==> src/design/parity_report_pkg.sv <==
/*
  package of the data parity reporting block: register map, field positions,
  reset values and the transaction and bus-side carriers.
  assumes a single clock domain and a plain address/strobe register port.
*/
`default_nettype none
package parity_report_pkg;

  localparam int ADDR_WIDTH = 8;
  localparam int DATA_WIDTH = 32;
  localparam int EVENT_COUNT = 4;

  // register offsets
  localparam logic [7:0] CONTROL_OFFSET = 8'h00;
  localparam logic [7:0] STATUS_OFFSET = 8'h04;
  localparam logic [7:0] IRQ_STATUS_OFFSET = 8'h08;
  localparam logic [7:0] IRQ_MASK_OFFSET = 8'h0C;

  // control fields
  localparam int PRI_RESP_EN_BIT = 0;
  localparam int SEC_RESP_EN_BIT = 1;
  localparam logic [1:0] CONTROL_RESET = 2'h0;

  // parity status fields
  localparam int PRI_MDPD_BIT = 0;
  localparam int SEC_MDPD_BIT = 1;
  localparam logic [1:0] STATUS_RESET = 2'h0;

  // interrupt event fields
  localparam int EV_PRI_MDPD_BIT = 0;
  localparam int EV_SEC_MDPD_BIT = 1;
  localparam int EV_PRI_PERR_BIT = 2;
  localparam int EV_SEC_PERR_BIT = 3;
  localparam logic [3:0] IRQ_STATUS_RESET = 4'h0;
  localparam logic [3:0] IRQ_MASK_RESET = 4'h0;

  typedef enum logic [1:0] {
    KIND_READ,
    KIND_POSTED,
    KIND_DELAYED
  } txn_kind_type;

  // the transaction now crossing the bridge
  typedef struct packed {
    logic start;
    txn_kind_type kind;
    logic upstream;
  } txn_type;

  // bridge activity on one bus
  typedef struct packed {
    logic data_phase;
    logic bridge_master;
    logic bridge_target;
    logic parity_fault;
    logic completion;
  } bus_side_type;

endpackage : parity_report_pkg

`default_nettype wire

==> src/design/sticky_bits.sv <==
/*
  a row of sticky flags: hardware sets, the owner clears, set wins.
  assumes set and clear are synchronous to clk.
*/
`timescale 1ns/1ps
`default_nettype none

module sticky_bits #(
  parameter int WIDTH = 1,
  parameter logic [WIDTH-1:0] RESET_VALUE = '0
) (
  input wire logic clk,               // system clock
  input wire logic rst_n,             // async reset, active low
  input wire logic [WIDTH-1:0] set,   // per-bit set pulse
  input wire logic [WIDTH-1:0] clear, // per-bit clear pulse
  output logic [WIDTH-1:0] flags      // held flags
);

  wire [WIDTH-1:0] next_flags = set | (flags & ~clear);

  always_ff @(posedge clk or negedge rst_n)
  begin
    if (!rst_n)
      flags <= RESET_VALUE;
    else
      flags <= next_flags;
  end

endmodule : sticky_bits

`default_nettype wire

==> src/design/parity_report.sv <==
/*
  data parity error reporting of a two-port bridge: master data parity
  detected status for both buses and the two parity error pin drivers.
  assumes transaction and bus-side descriptors and the sampled parity error
  pins are synchronous to clk; the pin wire is resolved outside from oe.
*/
// Contract
// - primary master parity bit needs bridge primary master, primary enable, error.
// - primary master parity bit only for upstream transactions, primary-bus errors.
// - secondary master parity bit needs bridge secondary master, secondary enable, error.
// - secondary master parity bit only for downstream transactions, secondary-bus errors.
// - primary pin driven only as write target or read initiator there.
// - primary pin assertion requires primary parity response enable.
// - primary pin for primary errors on upstream read, downstream posted/delayed write.
// - secondary pin error on downstream delayed completion forwards to primary pin.
// - forwarding only if the primary bus saw no error itself.
// - secondary pin driven only as write target or read initiator there.
// - secondary pin assertion requires secondary parity response enable.
// - secondary pin for secondary errors, and forwarded upstream delayed write errors.
`timescale 1ns/1ps
`default_nettype none

module parity_report (
  input wire logic clk,                                 // 10 MHz clock
  input wire logic rst_n,                               // async reset, active low
  input wire logic [7:0] reg_addr,                      // register byte address
  input wire logic [31:0] reg_wdata,                    // register write data
  input wire logic reg_wr,                              // write strobe
  input wire logic reg_rd,                              // read strobe
  output logic [31:0] reg_rdata,                        // read data, cycle after read
  output logic irq,                                     // level interrupt
  input wire parity_report_pkg::txn_type txn,           // crossing transaction
  input wire parity_report_pkg::bus_side_type pri_bus,  // primary bus activity
  input wire parity_report_pkg::bus_side_type sec_bus,  // secondary bus activity
  input wire logic primary_parity_err_n,                // primary pin level in
  output logic primary_parity_err_out,                  // primary pin drive value
  output logic primary_parity_err_oe,                   // primary pin enable
  input wire logic secondary_parity_err_n,              // secondary pin level in
  output logic secondary_parity_err_out,                // secondary pin drive value
  output logic secondary_parity_err_oe                  // secondary pin enable
);

  logic [1:0] control;
  logic [1:0] status;
  logic [3:0] irq_status;
  logic [3:0] irq_mask;
  logic pri_fault_seen;
  logic sec_fault_seen;

  // register decode
  wire hit_control = reg_addr == parity_report_pkg::CONTROL_OFFSET;
  wire hit_status = reg_addr == parity_report_pkg::STATUS_OFFSET;
  wire hit_irq_status = reg_addr == parity_report_pkg::IRQ_STATUS_OFFSET;
  wire hit_irq_mask = reg_addr == parity_report_pkg::IRQ_MASK_OFFSET;
  wire wr_control = reg_wr & hit_control;
  wire wr_status = reg_wr & hit_status;
  wire wr_irq_mask = reg_wr & hit_irq_mask;
  wire rd_irq_status = reg_rd & hit_irq_status;

  wire pri_resp_en = control[parity_report_pkg::PRI_RESP_EN_BIT];
  wire sec_resp_en = control[parity_report_pkg::SEC_RESP_EN_BIT];

  // transaction classification
  wire is_read = txn.kind == parity_report_pkg::KIND_READ;
  wire is_posted = txn.kind == parity_report_pkg::KIND_POSTED;
  wire is_delayed = txn.kind == parity_report_pkg::KIND_DELAYED;
  wire is_write = is_posted | is_delayed;
  wire up = txn.upstream;

  // error sources per bus; the pins are active low
  wire pri_pin_seen = ~primary_parity_err_n & pri_bus.data_phase;
  wire sec_pin_seen = ~secondary_parity_err_n & sec_bus.data_phase;
  wire pri_err = pri_pin_seen | pri_bus.parity_fault;
  wire sec_err = sec_pin_seen | sec_bus.parity_fault;

  wire pri_mdpd_cond = pri_bus.bridge_master & pri_resp_en & pri_err;
  wire set_pri_mdpd = pri_mdpd_cond & up;
  wire sec_mdpd_cond = sec_bus.bridge_master & sec_resp_en & sec_err;
  wire set_sec_mdpd = sec_mdpd_cond & ~up;

  // write target or read initiator on primary
  wire drives_pri = (pri_bus.bridge_target & is_write) | (pri_bus.bridge_master & is_read);
  // write target or read initiator on secondary
  wire drives_sec = (sec_bus.bridge_target & is_write) | (sec_bus.bridge_master & is_read);

  wire pri_local_case = (up & is_read) | (~up & is_write);
  wire pri_local = pri_bus.parity_fault & drives_pri & pri_local_case;
  // forward secondary pin during downstream delayed write completion
  wire pri_fwd_case = sec_pin_seen & sec_bus.completion & ~up & is_delayed & sec_resp_en;
  // no forwarding when the primary side already saw the error
  wire pri_fwd = pri_fwd_case & ~pri_fault_seen & ~pri_bus.parity_fault;
  wire pri_assert = pri_resp_en & (pri_local | pri_fwd);

  wire sec_local_case = (~up & is_read) | (up & is_write);
  wire sec_local = sec_bus.parity_fault & drives_sec & sec_local_case;
  // forward primary pin during upstream delayed write completion
  wire sec_fwd_case = pri_pin_seen & pri_bus.completion & up & is_delayed & pri_resp_en;
  wire sec_fwd = sec_fwd_case & ~sec_fault_seen & ~sec_bus.parity_fault;
  wire sec_assert = sec_resp_en & (sec_local | sec_fwd);

  wire [1:0] status_set = {set_sec_mdpd, set_pri_mdpd};
  wire [1:0] status_clear = wr_status ? reg_wdata[1:0] : 2'h0;
  wire [3:0] irq_set = {sec_assert, pri_assert, set_sec_mdpd, set_pri_mdpd};
  wire [3:0] irq_clear = rd_irq_status ? 4'hF : 4'h0;
  wire next_irq = |(irq_status & irq_mask);

  // read data selection
  wire [31:0] next_rdata =
    !reg_rd ? 32'h0 :
    hit_control ? {30'h0, control} :
    hit_status ? {30'h0, status} :
    hit_irq_status ? {28'h0, irq_status} :
    hit_irq_mask ? {28'h0, irq_mask} : 32'h0;

  sticky_bits #(
    .WIDTH(2),
    .RESET_VALUE(parity_report_pkg::STATUS_RESET)
  ) status_bits (
    .clk(clk),
    .rst_n(rst_n),
    .set(status_set),
    .clear(status_clear),
    .flags(status)
  );

  sticky_bits #(
    .WIDTH(parity_report_pkg::EVENT_COUNT),
    .RESET_VALUE(parity_report_pkg::IRQ_STATUS_RESET)
  ) irq_bits (
    .clk(clk),
    .rst_n(rst_n),
    .set(irq_set),
    .clear(irq_clear),
    .flags(irq_status)
  );

  always_ff @(posedge clk or negedge rst_n)
  begin
    if (!rst_n)
    begin
      control <= parity_report_pkg::CONTROL_RESET;
      irq_mask <= parity_report_pkg::IRQ_MASK_RESET;
    end
    else
    begin
      if (wr_control)
        control <= reg_wdata[1:0];
      if (wr_irq_mask)
        irq_mask <= reg_wdata[3:0];
    end
  end

  // per-transaction memory of own primary/secondary detection
  always_ff @(posedge clk or negedge rst_n)
  begin
    if (!rst_n)
    begin
      pri_fault_seen <= 1'b0;
      sec_fault_seen <= 1'b0;
    end
    else
    begin
      pri_fault_seen <= (pri_fault_seen & ~txn.start) | pri_bus.parity_fault;
      sec_fault_seen <= (sec_fault_seen & ~txn.start) | sec_bus.parity_fault;
    end
  end

  always_ff @(posedge clk or negedge rst_n)
  begin
    if (!rst_n)
    begin
      reg_rdata <= 32'h0;
      irq <= 1'b0;
    end
    else
    begin
      reg_rdata <= next_rdata;
      irq <= next_irq;
    end
  end

  // active low pins, driven high one cycle after release
  always_ff @(posedge clk or negedge rst_n)
  begin
    if (!rst_n)
    begin
      primary_parity_err_out <= 1'b1;
      primary_parity_err_oe <= 1'b0;
      secondary_parity_err_out <= 1'b1;
      secondary_parity_err_oe <= 1'b0;
    end
    else
    begin
      primary_parity_err_out <= ~pri_assert;
      primary_parity_err_oe <= pri_assert | ~primary_parity_err_out;
      secondary_parity_err_out <= ~sec_assert;
      secondary_parity_err_oe <= sec_assert | ~secondary_parity_err_out;
    end
  end
endmodule : parity_report

`default_nettype wire

==> config.mk <==
export PLATFORM = sky130hd
export DESIGN_NAME = parity_report
export DESIGN_NICKNAME = d
export VERILOG_FILES = /design/src/design/parity_report_pkg.sv /design/src/design/sticky_bits.sv /design/src/design/parity_report.sv
export SDC_FILE = /design/constraint.sdc
export NUM_CORES = 1
export LEC_CHECK = 0
export ABC_CLOCK_PERIOD_IN_PS = 1300
export BUFFER_PORTS_ARGS = -buffer_cell sky130_fd_sc_hd__buf_4
export CAP_MARGIN = 20
export CORE_UTILIZATION = 42
export CTS_BUF_LIST = sky130_fd_sc_hd__clkbuf_4 sky130_fd_sc_hd__clkbuf_8
export DETAILED_ROUTE_END_ITERATION = 12
export MAX_ROUTING_LAYER = met4
export PLACE_DENSITY = 0.8
export SKIP_LAST_GASP = 1
export SYNTH_ARGS = -nofsm -noshare
export SYNTH_HDL_FRONTEND = slang
export SYNTH_HIERARCHICAL = 1
export SYNTH_SLANG_ARGS = --single-unit
==> constraint.sdc <==
create_clock -name clk -period 1.3 [get_ports clk]
set_input_delay 0 -clock clk [delete_from_list [all_inputs] [get_ports clk]]
set_output_delay 0 -clock clk [all_outputs]
set_load 0.01 [all_outputs]
==> run_results.csv, run 1 <==
group,metric,value,unit
outcome,outcome,"complete, but fails checks",
outcome,violations,"negative hold slack",
timing,finalMaxSlewViolations,0,
power,sequentialPowerShare,55.7,%
grt,overflow,0,
run,max_cap_viol_count,0,
synth,synth_area_per_cell,10.5,um^2
cells_and_area,finalNetCount,250,
place,place_area,1640,um^2
clock_tree,htreeDepth,1,
timing,hold_slack,-0.00341,ns
drt,num_vias,1060,
die,num_rows,20,
timing,period_share,93.3,%
grt,grt_pass1_vias,1042,
drt,drc,0,
die,fp.dieW,59.0,um
setup_path,r2r-start,"sec_fault_seen",
place,gp_congestion,0.861,
power,p_sw_share,27.6,%
setup_path,crit_arrival,1.42,ns
power,power.switching,404,uW
drt,routed_wl,2.84,mm
timing,period_needed,1.21,ns
synth,synthCells,130,
timing,report.final.hold_viol_count,2,
clock_tree,cts.sinks,23,
synth,yosys_warnings,6,
setup_path,startpoint_type,"flop",
power,clkPwrFrac,22.9,%
drt,via_per_inst,4.59,
clock_tree,clk_pin_slew,0.13,ns
place,dp_hpwl,2.21,mm
cells_and_area,num_antenna_cells,0,
setup_path,worst-setup-path-type,"reg2reg",
drt,ant_nets,0,
synth,synth-seq-area-share,42.3,%
setup_path,startpoint,"sec_fault_seen",
synth,syn-cell-area,1370,um^2
power,p_comb_share,21.4,%
synth,ys_types,38,
die,initial_core_util,44.3,%
die,dieArea,3480,um^2
cells_and_area,area_delta_synth_final,30.8,%
die,io-pin-count,97,
drt,wl_per_cell,12.3,um
timing,skew,0.00547,ns
power,p_int,1060,uW
grt,antenna_found_initial,0,
setup_path,cp_data_required_time,1.51,ns
die,die_y,59.0,um
setup_path,cp_max_fo,2,
power,p_leak,0.000980,uW
place,portBuffers,40,
grt,grt_pass1_wl,4.57,mm
synth,synth-seq-cells,23,
clock_tree,cts-root-buf,"clkbuf_4",
grt,grt_use_total,18.3,%
timing,setup_viol,0,
clock_tree,clock_latency,0.31,ns
setup_path,cp-end-kind,"flop",
power,power_density,818,nW/um^2
min_path,holdCritPathClass,"in2reg",
drt,dr.first_iter.drc_count,43,
cells_and_area,finish.utilization,58.0,%
drt,drtPass1Iterations,4,
die,coreArea,3080,um^2
clock_tree,cts_buffer_depth,2,
power,irDropWorstVdd,0.354,mV
grt,grt_max_degree,24,
min_path,hold_start,"reg_addr[0]",
power,power.total,1460,uW
cells_and_area,drive_gt1_share,32.6,%
clock_tree,numCtsBuffers,3,
cells_and_area,stdcell_area,1790,um^2
timing,clock.fmax,825,MHz
clock_tree,tritoncts,"built",
==> power by group through the flow <==
stage / Clock [uW] / Sequential [uW] / Combinational [uW]
after floorplan: 0 / 816 / 209
after global placement: 0 / 822 / 271
after detailed placement: 0 / 825 / 283
after CTS: 338 / 811 / 311
after global routing: 365 / 820 / 343
final: 335 / 813 / 312
==> worst paths after layout <==
path,end,slack (ns),depth (start not counted)
max in group asynchronous,secondary_parity_err_out,0.93,2
max reg2reg,sec_fault_seen,0.09,2
min,reg_rdata[0],-0.003,4
max,sec_fault_seen,0.09,2
min in group asynchronous,irq_mask[3],0.09,2
min reg2reg,pri_fault_seen,0.49,1
==> critical path, stage by stage, from the launching register on <==
cell and delay, ns:
dfrtp_1 0.42, a21o_1 0.15, dlygate4sd3_1 0.54
==> cell usage after synthesis, drive strengths merged <==
master	count	area (um^2)
buf	29	215
dfrtp	21	526
inv	14	52.6
a21o	8	60.1
mux2	6	67.6
nand3	5	25.0
nor2	5	18.8
and3	3	18.8
nand4	3	25.0
nor2b	3	18.8
a211o	2	17.5
a21oi	2	10.0
a22oi	2	15.0
dfstp	2	52.6
ha	2	25.0
mux2i	2	20.0
mux4	2	45.0
nand2	2	7.51
nor4	2	27.5
a311o	1	10.0
a31o	1	8.76
a31oi	1	6.26
a41o	1	10.0
and2	1	6.26
and4	1	8.76
and4b	1	10.0
conb	1	3.75
nand2b	1	6.26
nand3b	1	7.51
nand4b	1	8.76
nand4bb	1	11.3
o211ai	1	7.51
o21ai	1	5.00
o31ai	1	7.51
==> kinds of logic after synthesis <==
logic type | after synthesis | synth area share, %
mux | 10 | 9.72
compound gates | 21 | 11.5
fa+ha+maj | 2 | 1.83
simple gates | 30 | 14.7
other cells | 1 | 0.275
buf+inv | 43 | 19.6
flops | 23 | 42.3
==> metal layers <==
| layer | GRT usage [%] | part of all wire, % | wire length [um] | up-vias |
|---|---|---|---|---|
| met5 | - | 0 | 0 | - |
| met4 | 7.14 | 1.7 | 49 | 0 |
| met3 | 1.97 | 3.3 | 94 | 4 |
| met2 | 33.8 | 54 | 1540 | 46 |
| met1 | 19.9 | 41 | 1160 | 497 |
| li1 | - | - | - | 513 |
==> placed cells by master (no fill, tap or decap), types with 2 or more instances in the layout <==
cell and n:
nand2_1 2, dfrtp_1 21, mux2_1 2, nor2b_1 3, clkbuf_4 3, mux2i_1 2
a21o_1 8, nor2_1 5, buf_4 44, a22oi_1 2, dfstp_2 2, a21oi_1 2
dlygate4sd3_1 11, nand3_1 5, mux4_2 2, ha_1 2, mux2_2 4, conb_1 28
nand4_1 2, and3_1 3, inv_1 14, a211o_1 2
==> registers in the layout, summed over array words and instances (netlist names), 2 cells and up <==
signal,flops
control,2
irq_bits/flags,4
irq_mask,4
reg_rdata,4
status_bits/flags,2
==> through the flow <==
step	hold WS (ns)	cells	TNS, ns	worst slack [ns]
2_1_floorplan	-0.296	157	0	0.172
3_3_place_gp	-0.103	216	0	0.0447
3_5_place_dp	-0.0942	216	0	0.0107
4_1_cts	0.00644	231	0	0.0525
5_1_grt	0.0132	231	-0.00371	-0.00371
6_report	-0.00341	231	0	0.0872
==> area by class of cell <==
type / instances / area (um^2)
clock buffers: 3 / 22.5
clock inverters: 1 / 5.00
fillers: 277 / 1290
inverters: 14 / 52.6
multi-input cells: 91 / 632
flip-flops and latches: 23 / 578
well taps: 44 / 55.1
repair buffers: 55 / 440
==> timing repair <==
item                                    4_1_cts  5_1_grt
gates resized for setup                       1        1
endpoints found under the hold margin        35        0
endpoints found under the setup margin        1        3
setup buffers                                 0        0
hold buffers                                 11        0
Note: power is estimated with default switching activity, not from simulation.
==> inputs of run 2 (changes only) <==
Settings changed: ABC_AREA set to 1, CORE_UTILIZATION 42 to 44, PLACE_DENSITY 0.8 to 0.81.
==> run 2 against run 1 <==
Net effect:
- the flow still finishes with violations (negative hold slack)
- synthesized area increased by 11%
- first-iteration DRC count down 26%
- cell area grew 6.6%
- sequential power is 2.5% lower
- global-route usage is 0.90 points lower
- final cell count increased by 31%
- hold slack improved by 0.0016 ns
- flip-flop and latch count is the same
- utilization increased by 2.3 points
- sequential share of layout area down 2.0 points
- worst setup slack improved by 0.021 ns
- largest power group unchanged
==> run_results.csv, run 2 <==
group,metric,value,unit
cells_and_area,finalNetCount,322,
synth,synth_area_per_cell,7.42,um^2
timing,setup-tns-final,0,ns
drt,route.met2.wl,1.39,mm
synth,ys_types,27,
clock_tree,clock_latency,0.32,ns
grt,antenna_found_initial,0,
grt,grt_pass1_wl,4.69,mm
die,io-pin-count,97,
outcome,outcome,"complete, but fails checks",
power,power.switching,413,uW
synth,synth_area_leaders,"dfrtp_1, buf_4, nand2_1",
timing,period_needed,1.19,ns
timing,report.final.hold_viol_count,1,
place,dp_hpwl,2.14,mm
synth,yosys.area.top_type,"dfrtp_1",
clock_tree,cts_buffer_depth,2,
place,gp_congestion,0.809,
timing,clock.fmax,839,MHz
cells_and_area,layout_commonest_cell,"nand2_1",
synth,synth-seq-area-share,38.2,%
clock_tree,htreeDepth,1,
setup_path,max_stage_delay,0.56,ns
synth,synth_edf_count,0,
drt,drc,0,
setup_path,worst-setup-path-type,"in2reg",
clock_tree,clk_pin_slew,0.13,ns
drt,num_vias,1246,
setup_path,cp_max_fo,11,
timing,skew,0.0114,ns
synth,synth-seq-cells,23,
drt,wl_per_cell,9.07,um
cells_and_area,num_antenna_cells,0,
synth,synth-main-ff-cell,"dfrtp_1",
power,p_comb_share,20.4,%
synth,async_flop_share,100,%
drt,via_per_inst,4.11,
drt,ant_nets,0,
setup_path,crit_arrival,1.45,ns
synth,syn-cell-area,1510,um^2
outcome,violations,"negative hold slack",
power,sequentialPowerShare,55.9,%
die,initial_core_util,48.0,%
place,placed_cells,287,
clock_tree,cts-root-buf,"clkbuf_4",
synth,yosys_warnings,6,
cells_and_area,n_fill_cell,315,
run,max_cap_viol_count,0,
die,fp.dieW,60.6,um
setup_path,crit_chain,"buf_4, inv_1, nand2_2, nor2_4, and2_4, nand3_1, dlygate4sd3_1, nand2_1",
timing,setup_viol,0,
drt,highest_layer,"met4",
synth,synthCells,204,
power,irDropWorstVdd,0.261,mV
cells_and_area,fin_cells,303,
cells_and_area,layout_common_cells,"nand2_1, buf_4, inv_1",
drt,dr.first_iter.drc_count,32,
die,die_y,60.6,um
timing,rsz0062_at_grt,"no",
drt,drtPass1Iterations,4,
grt,grt_use_total,17.4,%
drt,met3WireLength,109,um
cells_and_area,largestRegisters,"irq_bits/flags: 4 flops, irq_mask: 4 flops, reg_rdata: 4 flops",
power,p_sw_share,29.1,%
cells_and_area,area_delta_synth_final,25.8,%
power,p_leak,0.00110,uW
setup_path,crit_family,"simple AND/OR/NAND/NOR gates",
power,p_int,1010,uW
min_path,holdCritPathClass,"in2reg",
timing,finalMaxSlewViolations,0,
power,power_density,745,nW/um^2
place,portBuffers,40,
grt,grt_max_degree,24,
clock_tree,tritoncts,"built",
setup_path,slowest_stage,"dlygate4sd3_1",
clock_tree,cts.sinks,23,
power,clkPwrFrac,23.7,%
synth,yosysTopAreaCellShare,34.7,%
clock_tree,postCtsSetupBuffers,0,
grt,overflow,0,
clock_tree,cts_resized,0,
clock_tree,numCtsBuffers,3,
die,dieArea,3680,um^2
drt,met1Wirelength,1.22,mm
timing,period_share,91.7,%
die,num_rows,20,
drt,routed_wl,2.75,mm
synth,synth_common_cells,"nand2_1, inv_1, buf_4",
setup_path,startpoint_type,"input pin",
clock_tree,cts_hold_buf,12,
grt,grt_pass1_vias,1179,
setup_path,cp-end-kind,"flop",
synth,synth_most_common_cell,"nand2_1",
setup_path,cp_data_required_time,1.56,ns
setup_path,path_buf_inv,3,
cells_and_area,drive_gt1_share,24.7,%
die,coreArea,3150,um^2
timing,hold_slack,-0.00181,ns
## run 2: final cells by class
type	count	area [um^2]	area share (%)
tap	44	55.1	2.89
clock inverter	1	5.00	0.263
multi-input combinational	137	657	34.5
timing repair buffer	53	428	22.5
clock buffer	3	22.5	1.18
inverter	42	158	8.28
sequential	23	578	30.4
## run 2: worst register-to-register path, delay by kind of cell (launching register included)
family / cells / cell delay [ns]
buf+inv: 2 / 0.61
compound gates: 1 / 0.05
flops: 1 / 0.41
## run 2: final timing paths
check	startpoint	end	slack, ns	cells past startpoint
max	reg_addr[4]	irq_mask[2]	0.11	8
min	sec_bus[0]	primary_parity_err_out	-0.002	4
max reg2reg	sec_fault_seen	sec_fault_seen	0.14	3
min reg2reg	secondary_parity_err_out	secondary_parity_err_oe	0.47	1
max in group asynchronous	rst_n	secondary_parity_err_out	0.93	2
min in group asynchronous	rst_n	reg_rdata[3]	0.09	2
## run 2: kinds of logic after synthesis
group	after synthesis	synth area share (%)
buffers and inverters	71	25.1
flip-flops	23	38.2
AO/OA/AOI/OAI	15	5.71
other	1	0.248
adder cells (fa/ha/maj)	2	1.65
AND/OR/NAND/NOR	92	29.1
## run 2: routing by layer
layer | vias up | GRT usage, %
met5 | - | -
met4 | 0 | 3.90
met3 | 4 | 2.56
met2 | 42 | 32.3
met1 | 537 | 19.5
li1 | 663 | -
## run 2: stage by stage
step                cell area, um^2  hold slack [ns]  utilization (%)  setup WS [ns]  total power (uW)
floorplan                      1610           -0.296                -          0.386              1000
global placement               1760          -0.0966             55.7          0.218              1060
detailed placement             1760          -0.0934             55.7          0.198              1070
CTS                            1900          0.00268             60.4          0.110              1420
global route                   1900          0.00143             60.4         0.0154              1490
finish                         1900         -0.00181             60.4          0.108              1420
## run 2: power by group through the flow
stage / registers [uW] / logic [uW] / clock network [uW]
after floorplan: 800 / 205 / 0
after global placement: 805 / 259 / 0
after detailed placement: 806 / 265 / 0
after CTS: 792 / 290 / 333
after global routing: 797 / 330 / 363
final: 793 / 289 / 337
==> inputs of run 3 (changes only) <==
Settings changed: CORE_UTILIZATION 44 to 42, RECOVER_POWER set to 50, SYNTH_HIERARCHICAL 1 to unset.
==> run 3 against run 2 <==
Net effect:
- the run now ends clean
- utilization is 3.0 points lower
- synthesized cell count down 13%
- final cell count down 8.6%
- global-route usage fell by 0.22 points
- total power decreased by 1.3%
- combinational power down 3%
- clock power shrank 5%
- largest power group unchanged
==> run_results.csv, run 3 <==
group,metric,value,unit
timing,finalMaxSlewViolations,0,
grt,antenna_found_initial,0,
setup_path,rr_worst_depth,3,
clock_tree,cts_hold_buf,11,
clock_tree,numCtsBuffers,3,
outcome,outcome,"finished clean",
synth,async_flop_share,100,%
synth,synth_edf_count,0,
synth,ys_types,20,
setup_path,cp_max_fo,2,
cells_and_area,num_antenna_cells,0,
clock_tree,clk_pin_slew,0.12,ns
clock_tree,cts_resized,0,
timing,rsz0062_at_grt,"no",
power,p_int,1000,uW
setup_path,cp_data_required_time,1.50,ns
power,clkPwrFrac,22.8,%
place,gp_congestion,0.852,
clock_tree,tritoncts,"built",
setup_path,r2r-start,"sec_fault_seen",
setup_path,worst-setup-path-type,"reg2reg",
min_path,hold_start,"sec_bus[3]",
setup_path,r2r-end,"sec_fault_seen",
timing,hold_slack,0.0181,ns
setup_path,crit_chain,"inv_1, o21ai_0, dlygate4sd3_1",
cells_and_area,largestRegisters,"irq_bits.flags: 4 flops, irq_mask: 4 flops, reg_rdata: 4 flops",
drt,ant_nets,0,
place,dp_hpwl,2.14,mm
die,initial_core_util,44.9,%
power,p_leak,0.00101,uW
setup_path,cp-end-kind,"flop",
min_path,hold_depth,3,
timing,skew,0.00412,ns
grt,grt_use_total,17.1,%
clock_tree,cts_buffer_depth,2,
synth,synth_area_per_cell,7.82,um^2
timing,worstMarginPinSlew,0.553,ns
grt,overflow,0,
place,placed_cells,262,
synth,syn-cell-area,1390,um^2
timing,setup-tns-final,0,ns
place,portBuffers,40,
drt,drc,0,
min_path,hold_end,"status_bits.flags[1]",
die,fp.dieW,59.6,um
drt,routed_wl,2.69,mm
synth,yosys.area.top_type,"dfrtp_1",
cells_and_area,n_fill_cell,321,
power,sequentialPowerShare,57.1,%
synth,synth_common_cells,"nand2_1, buf_4, dfrtp_1",
setup_path,slowest_stage,"dlygate4sd3_1",
clock_tree,cts-root-buf,"clkbuf_4",
grt,grt_pass1_vias,1056,
clock_tree,clock_latency,0.30,ns
power,p_sw_share,28.3,%
setup_path,crit_arrival,1.36,ns
timing,period_needed,1.16,ns
setup_path,startpoint_type,"flop",
drt,via_per_inst,4.29,
run,max_cap_viol_count,0,
power,p_comb_share,20.1,%
synth,synth-seq-cells,23,
timing,report.final.hold_viol_count,0,
synth,yosysTopAreaCellShare,37.7,%
cells_and_area,layout_commonest_cell,"nand2_1",
power,irDropWorstVdd,0.383,mV
power,power.switching,396,uW
synth,synthCells,178,
synth,synth-seq-area-share,41.5,%
grt,grt_max_degree,24,
die,io-pin-count,97,
die,dieArea,3550,um^2
timing,relSlewSlack,63.1,%
clock_tree,htreeDepth,1,
cells_and_area,area_delta_synth_final,27.8,%
cells_and_area,fin_cells,277,
drt,num_vias,1188,
grt,grt_pass1_wl,4.57,mm
setup_path,r2r_slack,0.14,ns
cells_and_area,layout_common_cells,"nand2_1, buf_4, conb_1",
cells_and_area,finalNetCount,296,
synth,synth-main-ff-cell,"dfrtp_1",
drt,wl_per_cell,9.72,um
die,num_rows,20,
timing,period_share,89.3,%
synth,synth_area_leaders,"dfrtp_1, buf_4, nand2_1",
clock_tree,postCtsSetupBuffers,0,
die,die_y,59.6,um
min_path,holdCritPathClass,"in2reg",
timing,setup_viol,0,
power,power_density,787,nW/um^2
drt,dr.first_iter.drc_count,38,
synth,synth_most_common_cell,"nand2_1",
timing,clock.fmax,861,MHz
drt,drtPass1Iterations,4,
setup_path,max_stage_delay,0.55,ns
cells_and_area,drive_gt1_share,24.9,%
synth,yosys_warnings,0,
clock_tree,cts.sinks,23,
die,coreArea,3100,um^2
run 3: cell count changes in the layout (fill, tap and decap cells not counted), sizes merged, moves of 2 or more:
| cell | previous run | this run |
|---|---|---|
| nand3 | 11 | 7 |
| inv | 41 | 17 |
| nand2 | 56 | 58 |
| nor2 | 17 | 15 |
| o21ai | 10 | 15 |
run 3: worst max-delay path by stage:
stage | endpoint | depth (start not counted) | slack (ns) | start
5_1_grt | sec_fault_seen | 3 | 0.1 | sec_fault_seen
3_5_place_dp | primary_parity_err_oe | 9 | 0.25 | txn[1]
4_1_cts | sec_fault_seen | 3 | 0.14 | sec_fault_seen
2_1_floorplan | secondary_parity_err_oe | 6 | 0.44 | control[0]
3_3_place_gp | secondary_parity_err_oe | 9 | 0.25 | txn[1]
6_report | sec_fault_seen | 3 | 0.14 | sec_fault_seen
run 3: layer usage:
metal / GRT usage, % / wire [um]
met1: 22.4 / 1200
met2: 28.6 / 1360
met3: 1.97 / 118
met4: 3.99 / 17
met5: - / 0
run 3: area by class of cell:
type	count	area, um^2	area share, %
Multi-Input combinational cell	137	639	35.9
Tap cell	44	55.1	3.09
Sequential cell	23	578	32.5
Clock buffer	3	22.5	1.27
Clock inverter	1	5.00	0.281
Inverter	17	63.8	3.59
Timing Repair Buffer	52	415	23.3
run 3: through the flow:
| step | area [um^2] | setup WS [ns] | utilization [%] | power (uW) |
|---|---|---|---|---|
| floorplan | 1490 | 0.437 | - | 1000 |
| global placement | 1650 | 0.249 | 53.1 | 1060 |
| detailed placement | 1650 | 0.246 | 53.1 | 1070 |
| CTS | 1780 | 0.138 | 57.5 | 1410 |
| global route | 1780 | 0.0954 | 57.3 | 1480 |
| finish | 1780 | 0.139 | 57.3 | 1400 |
run 3: power by group through the flow:
stage / Sequential [uW] / Clock, uW / Combinational, uW
4_1_cts: 799 / 330 / 283
6_report: 799 / 320 / 281
5_1_grt: 806 / 352 / 320
3_3_place_gp: 810 / 0 / 252
3_5_place_dp: 813 / 0 / 260
2_1_floorplan: 805 / 0 / 195
run 3: cell families after synthesis:
| kind of cell | Yosys count | share of synthesized area [%] |
|---|---|---|
| other cells | 1 | 0.269 |
| flops | 23 | 41.5 |
| compound gates | 20 | 7.19 |
| buf+inv | 45 | 19.7 |
| fa+ha+maj | 2 | 1.80 |
| simple gates | 87 | 29.6 |
run 3: worst max-delay path, delay by kind of cell (launching register included):
family / cells / cell delay, ns
AO/OA/AOI/OAI: 1 / 0.05
buffers and inverters: 2 / 0.60
flip-flops: 1 / 0.41
